## config.mk

```make
export PLATFORM = sky130hd
export DESIGN_NAME = src_rom_cmd_engine
export DESIGN_NICKNAME = d
export VERILOG_FILES = /design/src/src_pkg.sv /design/src/src_rom_cmd_engine.sv /design/src/src_sync2.sv /design/src/src_serial_engine.sv
export SDC_FILE = /design/constraint.sdc
export NUM_CORES = 1
export LEC_CHECK = 0
export BUFFER_PORTS_ARGS = -buffer_cell sky130_fd_sc_hd__buf_2
export CORE_ASPECT_RATIO = 0.6
export CORE_MARGIN = 2
export CORE_UTILIZATION = 55
export CTS_CLUSTER_SIZE = 24
export DETAILED_ROUTE_END_ITERATION = 7
export GPL_TIMING_DRIVEN = 0
export PLACE_DENSITY = 0.78
export SLEW_MARGIN = 25
export SYNTH_ARGS = -nofsm -noshare
export SYNTH_HDL_FRONTEND = slang
export SYNTH_SLANG_ARGS = --single-unit
```

## constraint.sdc

```tcl
create_clock -name mclk -period 6.4 [get_ports mclk]
set_input_delay 0.32 -clock mclk [delete_from_list [all_inputs] [get_ports mclk]]
set_output_delay 0.32 -clock mclk [all_outputs]
set_load 0.1 [all_outputs]
```

## src/src_pkg.sv

```systemverilog
`default_nettype none
package src_pkg;
	// ****************************************
	// Timing
	// ****************************************
	localparam int CLK_MHZ        = 200;
	localparam int LINK_PERIOD_NS = 125;
	localparam int HALF_CYC       = (LINK_PERIOD_NS * CLK_MHZ + 1999) / 2000;
	localparam int TIMEOUT_MS     = 30;
	localparam int TIMEOUT_CYC    = TIMEOUT_MS * CLK_MHZ * 1000;
	// ****************************************
	// Register map and fields
	// ****************************************
	localparam logic [7:0] OFS_CMD      = 8'hb0;
	localparam logic [7:0] OFS_DATA     = 8'hb4;
	localparam logic [7:0] OFS_IRQ_STAT = 8'hb8;
	localparam logic [7:0] OFS_IRQ_MASK = 8'hbc;
	localparam int BIT_BUSY   = 31;
	localparam int CMD_LSB    = 28;
	localparam int BIT_TMO    = 9;
	localparam int BIT_LOADED = 8;
	localparam logic [7:0] RST_BYTE = 8'h00;
	localparam int IRQ_DONE   = 0;
	localparam int IRQ_TMO    = 1;
	localparam int IRQ_LOADED = 2;
	localparam logic [2:0] RST_IRQ = 3'h0;
	// ****************************************
	// Commands
	// ****************************************
	localparam logic [2:0] CMD_READ   = 3'h0;
	localparam logic [2:0] CMD_PROG_DIS  = 3'h1;
	localparam logic [2:0] CMD_PROG_EN   = 3'h2;
	localparam logic [2:0] CMD_WRITE     = 3'h3;
	localparam logic [2:0] CMD_PROG_ALL  = 3'h4;
	localparam logic [2:0] CMD_ERASE     = 3'h5;
	localparam logic [2:0] CMD_ERASE_ALL = 3'h6;
	localparam logic [2:0] CMD_RELOAD = 3'h7;
	localparam logic [7:0] SIG_BYTE   = 8'ha5;
	localparam logic [2:0] LOAD_LAST  = 3'h6;
	localparam logic [4:0] FRAME_LONG  = 5'h13;
	localparam logic [4:0] FRAME_SHORT = 5'h0b;
	localparam logic [4:0] DATA_BITS   = 5'h08;
	// ****************************************
	// Types
	// ****************************************
	typedef struct packed {
		logic [2:0] cmd;
		logic [7:0] addr;
		logic [7:0] data;
	} src_op_t;
	typedef struct packed {
		logic cs;
		logic sclk;
		logic dout;
		logic doe;
	} src_pins_t;
	typedef enum logic [2:0] {ENG_IDLE, ENG_OUT, ENG_IN, ENG_GAP, ENG_WAIT, ENG_DONE} src_eng_st_t;
	typedef enum logic [2:0] {TOP_BOOT, TOP_IDLE, TOP_RUN, TOP_LD_RD, TOP_LD_WAIT} src_top_st_t;
endpackage
`default_nettype wire

```

## src/src_rom_cmd_engine.sv

```systemverilog
// Added by the designer: the Wishbone interface to the registers.
`timescale 1ns/1ps
`default_nettype none
// Notes on behaviour
// - No answer from the memory within 30 ms abandons the operation; back to idle.
// - An abandoned operation sets the time-out flag, command bit 9.
// - Data line pulled high with no memory: no time-out, busy clears at sequence end.
// - Data line low, no memory: only erase, erase-all, program, program-all time out.
// - Address-loaded flag, bit 8, set on valid load at power-up or reload; write one clears.
// - Command bits 7:0 hold the byte address used for the access; resets to zero.
// - Data register bits 7:0 hold read result or byte to write; resets to zero.
// - Data register bits 31:8 are reserved and read-only.
module src_rom_cmd_engine import src_pkg::*; #(
	parameter int TMO_CYC = TIMEOUT_CYC
) (
	input  wire logic        mclk,
	input  wire logic        rst_n,
	input  wire logic        wb_cyc_i,
	input  wire logic        wb_stb_i,
	input  wire logic        wb_we_i,
	input  wire logic [7:0]  wb_adr_i,
	input  wire logic [3:0]  wb_sel_i,
	input  wire logic [31:0] wb_dat_i,
	output logic [31:0]      wb_dat_o,
	output logic             wb_ack_o,
	input  wire logic        rom_serial_data_line_i,
	output logic             rom_serial_data_line_o,
	output logic             rom_serial_data_line_oe,
	output logic             rom_cs,
	output logic             rom_sclk,
	output logic [47:0]      station_addr,
	output logic             irq
);
	// ****************************************
	// Declarations
	// ****************************************
	src_top_st_t st_ff;
	logic [2:0]  cmd_ff;
	logic [7:0]  addr_ff;
	logic [7:0]  data_ff;
	logic        tmo_flag_ff;
	logic        loaded_ff;
	logic [2:0]  ld_idx_ff;
	logic [2:0]  irq_stat_ff;
	logic [2:0]  irq_mask_ff;
	logic        start_ff;
	src_op_t     op_ff;
	logic        sdi;
	logic        eng_done;
	logic        eng_tmo;
	logic [7:0]  eng_rdata;
	src_pins_t   pins;
	logic        busy;
	logic        req;
	logic        wr;
	logic        wr_cmd;
	logic        go;
	logic        ev_done;
	logic        ev_tmo;
	logic        ev_loaded;
	logic        ld_store;

	// ****************************************
	// Link side
	// ****************************************
	src_sync2 u_sync (
		.mclk (mclk),
		.rst_n(rst_n),
		.d    (rom_serial_data_line_i),
		.q    (sdi)
	);

	src_serial_engine #(.TMO_CYC(TMO_CYC)) u_eng (
		.mclk (mclk),
		.rst_n(rst_n),
		.start(start_ff),
		.op   (op_ff),
		.sdi  (sdi),
		.done (eng_done),
		.tmo  (eng_tmo),
		.rdata(eng_rdata),
		.pins (pins)
	);

	assign rom_cs                  = pins.cs;
	assign rom_sclk                = pins.sclk;
	assign rom_serial_data_line_o  = pins.dout;
	assign rom_serial_data_line_oe = pins.doe;

	// ****************************************
	// Bus decode
	// ****************************************
	assign req    = wb_cyc_i & wb_stb_i;
	// Writes land on the edge where the master sees ack
	assign wr     = req & wb_ack_o & wb_we_i;
	assign wr_cmd = wr & (wb_adr_i == OFS_CMD);
	assign busy   = (st_ff != TOP_IDLE);
	assign go     = wr_cmd & wb_sel_i[3] & wb_dat_i[BIT_BUSY] & ~busy;

	assign ev_done   = eng_done & (st_ff == TOP_RUN || st_ff == TOP_LD_WAIT);
	assign ev_tmo    = eng_done & eng_tmo;
	assign ld_store  = (st_ff == TOP_LD_WAIT) & eng_done & ~eng_tmo &
	                   ((ld_idx_ff != 3'h0) | (eng_rdata == SIG_BYTE));
	assign ev_loaded = ld_store & (ld_idx_ff == LOAD_LAST);

	always_ff @(posedge mclk) begin
		if (!rst_n)
			wb_ack_o <= 1'b0;
		else
			wb_ack_o <= req & ~wb_ack_o;
	end

	always_ff @(posedge mclk) begin
		if (!rst_n)
			wb_dat_o <= '0;
		else if (req & ~wb_ack_o) begin
			case (wb_adr_i)
				OFS_CMD:      wb_dat_o <= {busy, cmd_ff, 18'h0_0000, tmo_flag_ff, loaded_ff, addr_ff};
				OFS_DATA:     wb_dat_o <= {24'h00_0000, data_ff};
				OFS_IRQ_STAT: wb_dat_o <= {29'h0000_0000, irq_stat_ff};
				OFS_IRQ_MASK: wb_dat_o <= {29'h0000_0000, irq_mask_ff};
				default:      wb_dat_o <= '0;
			endcase
		end
	end

	// ****************************************
	// Command and data registers
	// ****************************************
	always_ff @(posedge mclk) begin
		if (!rst_n) begin
			addr_ff <= RST_BYTE;
			cmd_ff  <= CMD_READ;
		end else if (wr_cmd & ~busy) begin
			if (wb_sel_i[0])
				addr_ff <= wb_dat_i[7:0];
			if (wb_sel_i[3])
				cmd_ff <= wb_dat_i[CMD_LSB +: 3];
		end
	end

	always_ff @(posedge mclk) begin
		if (!rst_n)
			data_ff <= RST_BYTE;
		else if (st_ff == TOP_RUN && eng_done && !eng_tmo && op_ff.cmd == CMD_READ)
			data_ff <= eng_rdata;
		else if (wr & (wb_adr_i == OFS_DATA) & wb_sel_i[0] & ~busy)
			data_ff <= wb_dat_i[7:0];
	end

	// ****************************************
	// Flags
	// ****************************************
	// Cleared by the next command; a time-out cannot coincide with acceptance
	always_ff @(posedge mclk) begin
		if (!rst_n)
			tmo_flag_ff <= 1'b0;
		else if (ev_tmo)
			tmo_flag_ff <= 1'b1;
		else if (go)
			tmo_flag_ff <= 1'b0;
	end

	always_ff @(posedge mclk) begin
		if (!rst_n)
			loaded_ff <= 1'b0;
		else if (ev_loaded)
			loaded_ff <= 1'b1;
		else if (wr_cmd & wb_sel_i[1] & wb_dat_i[BIT_LOADED])
			loaded_ff <= 1'b0;
	end

	// ****************************************
	// Sequencer
	// ****************************************
	always_ff @(posedge mclk) begin
		if (!rst_n) begin
			st_ff     <= TOP_BOOT;
			ld_idx_ff <= 3'h0;
			start_ff  <= 1'b0;
			op_ff     <= '0;
		end else begin
			start_ff <= 1'b0;
			case (st_ff)
				// Station address is fetched once after reset
				TOP_BOOT: begin
					ld_idx_ff <= 3'h0;
					st_ff     <= TOP_LD_RD;
				end
				TOP_IDLE: if (go) begin
					if (wb_dat_i[CMD_LSB +: 3] == CMD_RELOAD) begin
						ld_idx_ff <= 3'h0;
						st_ff     <= TOP_LD_RD;
					end else begin
						op_ff    <= '{cmd: wb_dat_i[CMD_LSB +: 3],
						              addr: wb_sel_i[0] ? wb_dat_i[7:0] : addr_ff, data: data_ff};
						start_ff <= 1'b1;
						st_ff    <= TOP_RUN;
					end
				end
				TOP_RUN: if (eng_done)
					st_ff <= TOP_IDLE;
				TOP_LD_RD: begin
					op_ff    <= '{cmd: CMD_READ, addr: {5'h00, ld_idx_ff}, data: RST_BYTE};
					start_ff <= 1'b1;
					st_ff    <= TOP_LD_WAIT;
				end
				TOP_LD_WAIT: if (eng_done) begin
					if (!ld_store || ld_idx_ff == LOAD_LAST)
						st_ff <= TOP_IDLE;
					else begin
						ld_idx_ff <= ld_idx_ff + 3'h1;
						st_ff     <= TOP_LD_RD;
					end
				end
				default: st_ff <= TOP_IDLE;
			endcase
		end
	end

	// Commits each station address byte as it arrives, once the signature byte matched
	always_ff @(posedge mclk) begin
		if (!rst_n)
			station_addr <= '0;
		else if (ld_store && ld_idx_ff != 3'h0)
			station_addr[8 * (int'(ld_idx_ff) - 1) +: 8] <= eng_rdata;
	end

	// ****************************************
	// Interrupts
	// ****************************************
	always_ff @(posedge mclk) begin
		if (!rst_n) begin
			irq_stat_ff <= RST_IRQ;
			irq_mask_ff <= RST_IRQ;
		end else begin
			// Set beats a same-cycle write-one clear
			irq_stat_ff <= (irq_stat_ff &
			               ~((wr & (wb_adr_i == OFS_IRQ_STAT) & wb_sel_i[0]) ? wb_dat_i[2:0] : 3'h0)) |
			               {ev_loaded, ev_tmo, ev_done};
			if (wr & (wb_adr_i == OFS_IRQ_MASK) & wb_sel_i[0])
				irq_mask_ff <= wb_dat_i[2:0];
		end
	end

	always_ff @(posedge mclk) begin
		if (!rst_n)
			irq <= 1'b0;
		else
			irq <= |(irq_stat_ff & irq_mask_ff);
	end
endmodule // src_rom_cmd_engine
`default_nettype wire

```

## src/src_sync2.sv

```systemverilog
`timescale 1ns/1ps
`default_nettype none
module src_sync2 (
	input  wire logic mclk,
	input  wire logic rst_n,
	input  wire logic d,
	output logic      q
);
	logic meta_ff;
	always_ff @(posedge mclk) begin
		if (!rst_n) begin
			meta_ff <= 1'b0;
			q       <= 1'b0;
		end else begin
			meta_ff <= d;
			q       <= meta_ff;
		end
	end
endmodule // src_sync2
`default_nettype wire

```

## src/src_serial_engine.sv

```systemverilog
`timescale 1ns/1ps
`default_nettype none
module src_serial_engine import src_pkg::*; #(
	parameter int TMO_CYC = TIMEOUT_CYC
) (
	input  wire logic    mclk,
	input  wire logic    rst_n,
	input  wire logic    start,
	input  wire src_op_t op,
	input  wire logic    sdi,
	output logic         done,
	output logic         tmo,
	output logic [7:0]   rdata,
	output src_pins_t    pins
);
	src_eng_st_t st_ff;
	logic [4:0]  div_ff;
	logic [4:0]  cnt_ff;
	logic [18:0] tx_ff;
	logic        rd_ff;
	logic        wait_ff;
	logic [22:0] tmo_cnt_ff;
	logic        tick;

	function automatic logic [18:0] frame(input src_op_t o);
		case (o.cmd)
			CMD_WRITE: frame = {1'b1, 2'h1, o.addr, o.data};
			CMD_ERASE: frame = {1'b1, 2'h3, o.addr, 8'h00};
			CMD_PROG_EN:   frame = {1'b1, 2'h0, 8'hc0, 8'h00};
			CMD_PROG_DIS:  frame = {1'b1, 2'h0, 8'h00, 8'h00};
			CMD_ERASE_ALL: frame = {1'b1, 2'h0, 8'h80, 8'h00};
			CMD_PROG_ALL:  frame = {1'b1, 2'h0, 8'h40, o.data};
			default:   frame = {1'b1, 2'h2, o.addr, 8'h00};
		endcase
	endfunction

	assign tick = (div_ff == 5'h00);

	// Link clock divider, free while a frame runs
	always_ff @(posedge mclk) begin
		if (!rst_n || st_ff == ENG_IDLE)
			div_ff <= 5'(HALF_CYC - 1);
		else if (tick)
			div_ff <= 5'(HALF_CYC - 1);
		else
			div_ff <= div_ff - 5'h01;
	end

	always_ff @(posedge mclk) begin
		if (!rst_n) begin
			st_ff      <= ENG_IDLE;
			pins       <= '0;
			tx_ff      <= '0;
			cnt_ff     <= '0;
			rd_ff      <= 1'b0;
			wait_ff    <= 1'b0;
			rdata      <= RST_BYTE;
			tmo        <= 1'b0;
			done       <= 1'b0;
			tmo_cnt_ff <= '0;
		end else begin
			done <= 1'b0;
			case (st_ff)
				ENG_IDLE: if (start) begin
					tx_ff     <= frame(op);
					pins.dout <= 1'b1;
					pins.cs   <= 1'b1;
					pins.doe  <= 1'b1;
					cnt_ff    <= (op.cmd == CMD_WRITE || op.cmd == CMD_PROG_ALL) ? FRAME_LONG : FRAME_SHORT;
					rd_ff     <= (op.cmd == CMD_READ);
					// Only write, program-all, erase and erase-all poll for ready, so nothing else can time out
					wait_ff   <= (op.cmd == CMD_WRITE || op.cmd == CMD_PROG_ALL ||
					              op.cmd == CMD_ERASE || op.cmd == CMD_ERASE_ALL);
					tmo       <= 1'b0;
					st_ff     <= ENG_OUT;
				end
				ENG_OUT: if (tick) begin
					pins.sclk <= ~pins.sclk;
					if (pins.sclk) begin
						tx_ff     <= {tx_ff[17:0], 1'b0};
						pins.dout <= tx_ff[17];
						cnt_ff    <= cnt_ff - 5'h01;
						if (cnt_ff == 5'h01) begin
							pins.doe <= 1'b0;
							if (rd_ff) begin
								cnt_ff <= DATA_BITS;
								st_ff  <= ENG_IN;
							end else if (wait_ff) begin
								pins.cs <= 1'b0;
								st_ff   <= ENG_GAP;
							end else
								st_ff <= ENG_DONE;
						end
					end
				end
				ENG_IN: if (tick) begin
					pins.sclk <= ~pins.sclk;
					if (!pins.sclk)
						rdata <= {rdata[6:0], sdi};
					else begin
						cnt_ff <= cnt_ff - 5'h01;
						if (cnt_ff == 5'h01)
							st_ff <= ENG_DONE;
					end
				end
				ENG_GAP: if (tick) begin
					pins.cs    <= 1'b1;
					tmo_cnt_ff <= '0;
					st_ff      <= ENG_WAIT;
				end
				ENG_WAIT: begin
					// Line settles half a link period before ready counts; pulled high reads ready
					if (sdi && tmo_cnt_ff >= 23'(HALF_CYC))
						st_ff <= ENG_DONE;
					else if (tmo_cnt_ff == 23'(TMO_CYC - 1)) begin
						tmo   <= 1'b1;
						st_ff <= ENG_DONE;
					end else
						tmo_cnt_ff <= tmo_cnt_ff + 23'h00_0001;
				end
				ENG_DONE: begin
					pins  <= '0;
					done  <= 1'b1;
					st_ff <= ENG_IDLE;
				end
				default: st_ff <= ENG_IDLE;
			endcase
		end
	end
endmodule // src_serial_engine
`default_nettype wire

```

==> reports/metrics.cfg <==
[run_status]
status = finished clean

[hold_path]
hp-start = rom_serial_data_line_i
hold_path_end = u_sync.meta_ff
min_path_cells = 2
min_path_type = input pin to flop

[synthesis]
yosys.area_share.simple_pct = 25.5
synth.distinct_cells = 70
yosysTopAreaCellShare_pct = 42.8
ys_seq_area_share_pct = 42.8
synthAdderAreaFrac_pct = 2.38
async_flop_share_pct = 0
synth_top_cell_by_area = dfxtp_1
ys_top_cells_by_area = dfxtp_1 (43%), a21oi_1 (6.6%), nor2_1 (4.9%), nand2_1 (4.9%), mux2i_1 (4.4%)
synth_seq_cells = 189
synth_top_family_by_area = simple AND/OR/NAND/NOR gates
yosys_warnings = 0
synth_edf_count = 0
synth_cells = 1063
synthMuxAreaShare_pct = 5.18
synth-xor-area-share_pct = 1.37
synth_compound_area_share_pct = 16.9
netlist_area_um2 = 8850
synth_ff_type = dfxtp_1
syn-mean-instance-area_um2 = 8.32

[route]
drt-initial-drc-count = 914
wirelength_um = 24400
vias_per_cell = 5.92
final_antenna_net_count = 0
drc = 0
wire_per_inst_um = 17.3
firstDrtPassIters = 7
vias = 8331

[clock_tree]
numCtsBuffers = 17
cts_root_buf = clkbuf_16
cts_max_level = 4
clockBufferDepth = 2
cts_resized = 0
clk_latency_ps = 430
postCtsSetupRepairBufs = 0
ctsHoldBuffers = 0
cts.sinks = 189
path_clk_slew_ps = 80
cts_tree = built

[die]
die_h_um = 102
core_um2 = 15500
start_util_pct = 56.9
row_count = 35
dieArea_um2 = 17100
die_w_um = 168
ios = 136

[layout]
layout_common_cells = dfxtp_1 (189), nor2_1 (116), a21oi_1 (116)
fin_nets = 1258
fillers = 1323
final_common_cell = dfxtp_1
final_layout_size_suffix_gt1_share_pct = 15.1
n_antenna_cell = 0
area_growth_pct = 15.4
stdcell_area_um2 = 10200

[critical_path]
cpPeakStageDelay_ps = 480
r2r_start = ld_idx_ff[0]
reg2reg_to = station_addr[1]
r2r_slack_ps = 2480
path_class = flop to flop
start_kind = flop
reg2reg_depth = 13
cp_cell_sequence = clkbuf_1, inv_1, ha_1, xnor2_2, and3_1, ha_1, clkbuf_1, nand4_1, a21oi_1, and3_1, buf_2, mux2i_1, nor2_1
critPathSlowestCell = clkbuf_1
worstPathArrival_ps = 4230
worst_setup_path_end_kind = flop
crit_fanout = 8
cp.required_ps = 6710

[global_routing]
grt_pass1_vias = 7437
grt_overflow = 0
grt_max_degree = 20
grt_usage_pct = 28.4
grt_pass1_wl_um = 38700
antenna_found_initial = 1

[timing]
hold_violations = 0
period_needed_ps = 3920
fin_skew_ps = 12.6
rsz0062_at_grt = no
tightestPinTransition_ps = 844
maxSlewHeadroom_pct = 43.3
fin_crit_sh_pct = 61.2
finalSetupViolations = 0
hold_ws_ps = 96.6
fin_tns_setup_ps = 0
maxSlewViolCount = 0
fmax_mhz = 255

[pwr]
leakage_uw = 0.00371
powerDensity_nw_per_um2 = 258
irDropWorstVdd_mv = 0.210

[place]
hpwl_um = 17500
placed_area_um2 = 9640
gp_congestion = 0.951
io_buffers = 93

[run]
maxCapViolations = 0

## worst max-delay path: cells and delay by family, from the launching register on
kind            cells  cell delay, ps
simple gates        4             630
mux                 1             230
xor+xnor            1             170
buf+inv             4            1410
fa+ha+maj           2             570
compound gates      1             380
flops               1             390
## sequential cells by signal (all words and copies together), names as in the netlist, 5 cells and up
name / count
station_addr: 48
u_eng.tmo_cnt_ff: 23
op_ff: 19
u_eng.tx_ff: 18
wb_dat_o: 14
addr_ff: 8
data_ff: 8
u_eng.rdata: 8
u_eng.cnt_ff: 5
u_eng.div_ff: 5
## logic make-up (layout without fill, tap and decap cells)
kind of cell             count (synthesis)  in the layout
other                                    1             18
XOR/XNOR                                13             13
AO/OA/AOI/OAI                          243            243
multiplexers                            42             42
flip-flops                             189            189
AND/OR/NAND/NOR                        444            444
adder cells (fa/ha/maj)                 17             17
buffers and inverters                  114            239
## stage by stage
step | instances | total power (µW) | worst slack (ps) | utilization (%)
after floorplan | 1080 | 1530 | 3340 | -
after global placement | 1376 | 1600 | 2690 | 61.9
after detailed placement | 1376 | 1610 | 2620 | 62.0
after CTS | 1408 | 2630 | 2610 | 65.6
after global routing | 1408 | 2720 | 2210 | 65.6
final | 1408 | 2630 | 2480 | 65.6
## report_power, final
group	total (µW)	internal (µW)	leakage [µW]	switching (µW)
Clock	1040	523	0.000283	520
Sequential	1230	1210	0.00153	24.8
Combinational	359	95.2	0.00190	263
Total	2630	1820	0.00371	808
## worst max-delay path by stage
stage / start / endpoint / depth (start not counted)
after floorplan: ld_idx_ff[0] / station_addr[0] / 14
after global placement: ld_idx_ff[0] / station_addr[4] / 13
after detailed placement: ld_idx_ff[0] / station_addr[1] / 13
after CTS: ld_idx_ff[0] / station_addr[1] / 13
after global routing: ld_idx_ff[0] / station_addr[0] / 13
final: ld_idx_ff[0] / station_addr[1] / 13
## synth_stat cells, drive strengths merged, types with 20 or more instances
library cell and instances:
clkbuf 60, buf 32, mux2i 39, or3 25
nand3 74, a21oi 116, a22oi 23, nor2 116
inv 22, dfxtp 189, o21ai 37, nor3 20
nand2 115, a211oi 35
## per-layer routing
layer	global-route usage, %	part of all wire [%]	vias to the layer above	wire (µm)
met5	0	0	-	0
met4	6.09	1.0	0	248
met3	6.89	11	33	2600
met2	41.1	41	401	10000
met1	42.8	47	3898	11500
li1	-	-	3999	-
## cell type report
| type | count | area, µm² | share of cell area (%) |
|---|---|---|---|
| Clock buffer | 18 | 429 | 4.20 |
| Buffer | 92 | 438 | 4.29 |
| Clock inverter | 14 | 140 | 1.37 |
| Tap cell | 203 | 254 | 2.49 |
| Inverter | 22 | 82.6 | 0.809 |
| Multi-Input combinational cell | 777 | 4610 | 45.2 |
| Timing Repair Buffer | 93 | 465 | 4.56 |
| Sequential cell | 189 | 3780 | 37.1 |
Power figures use the tool's default switching activity.
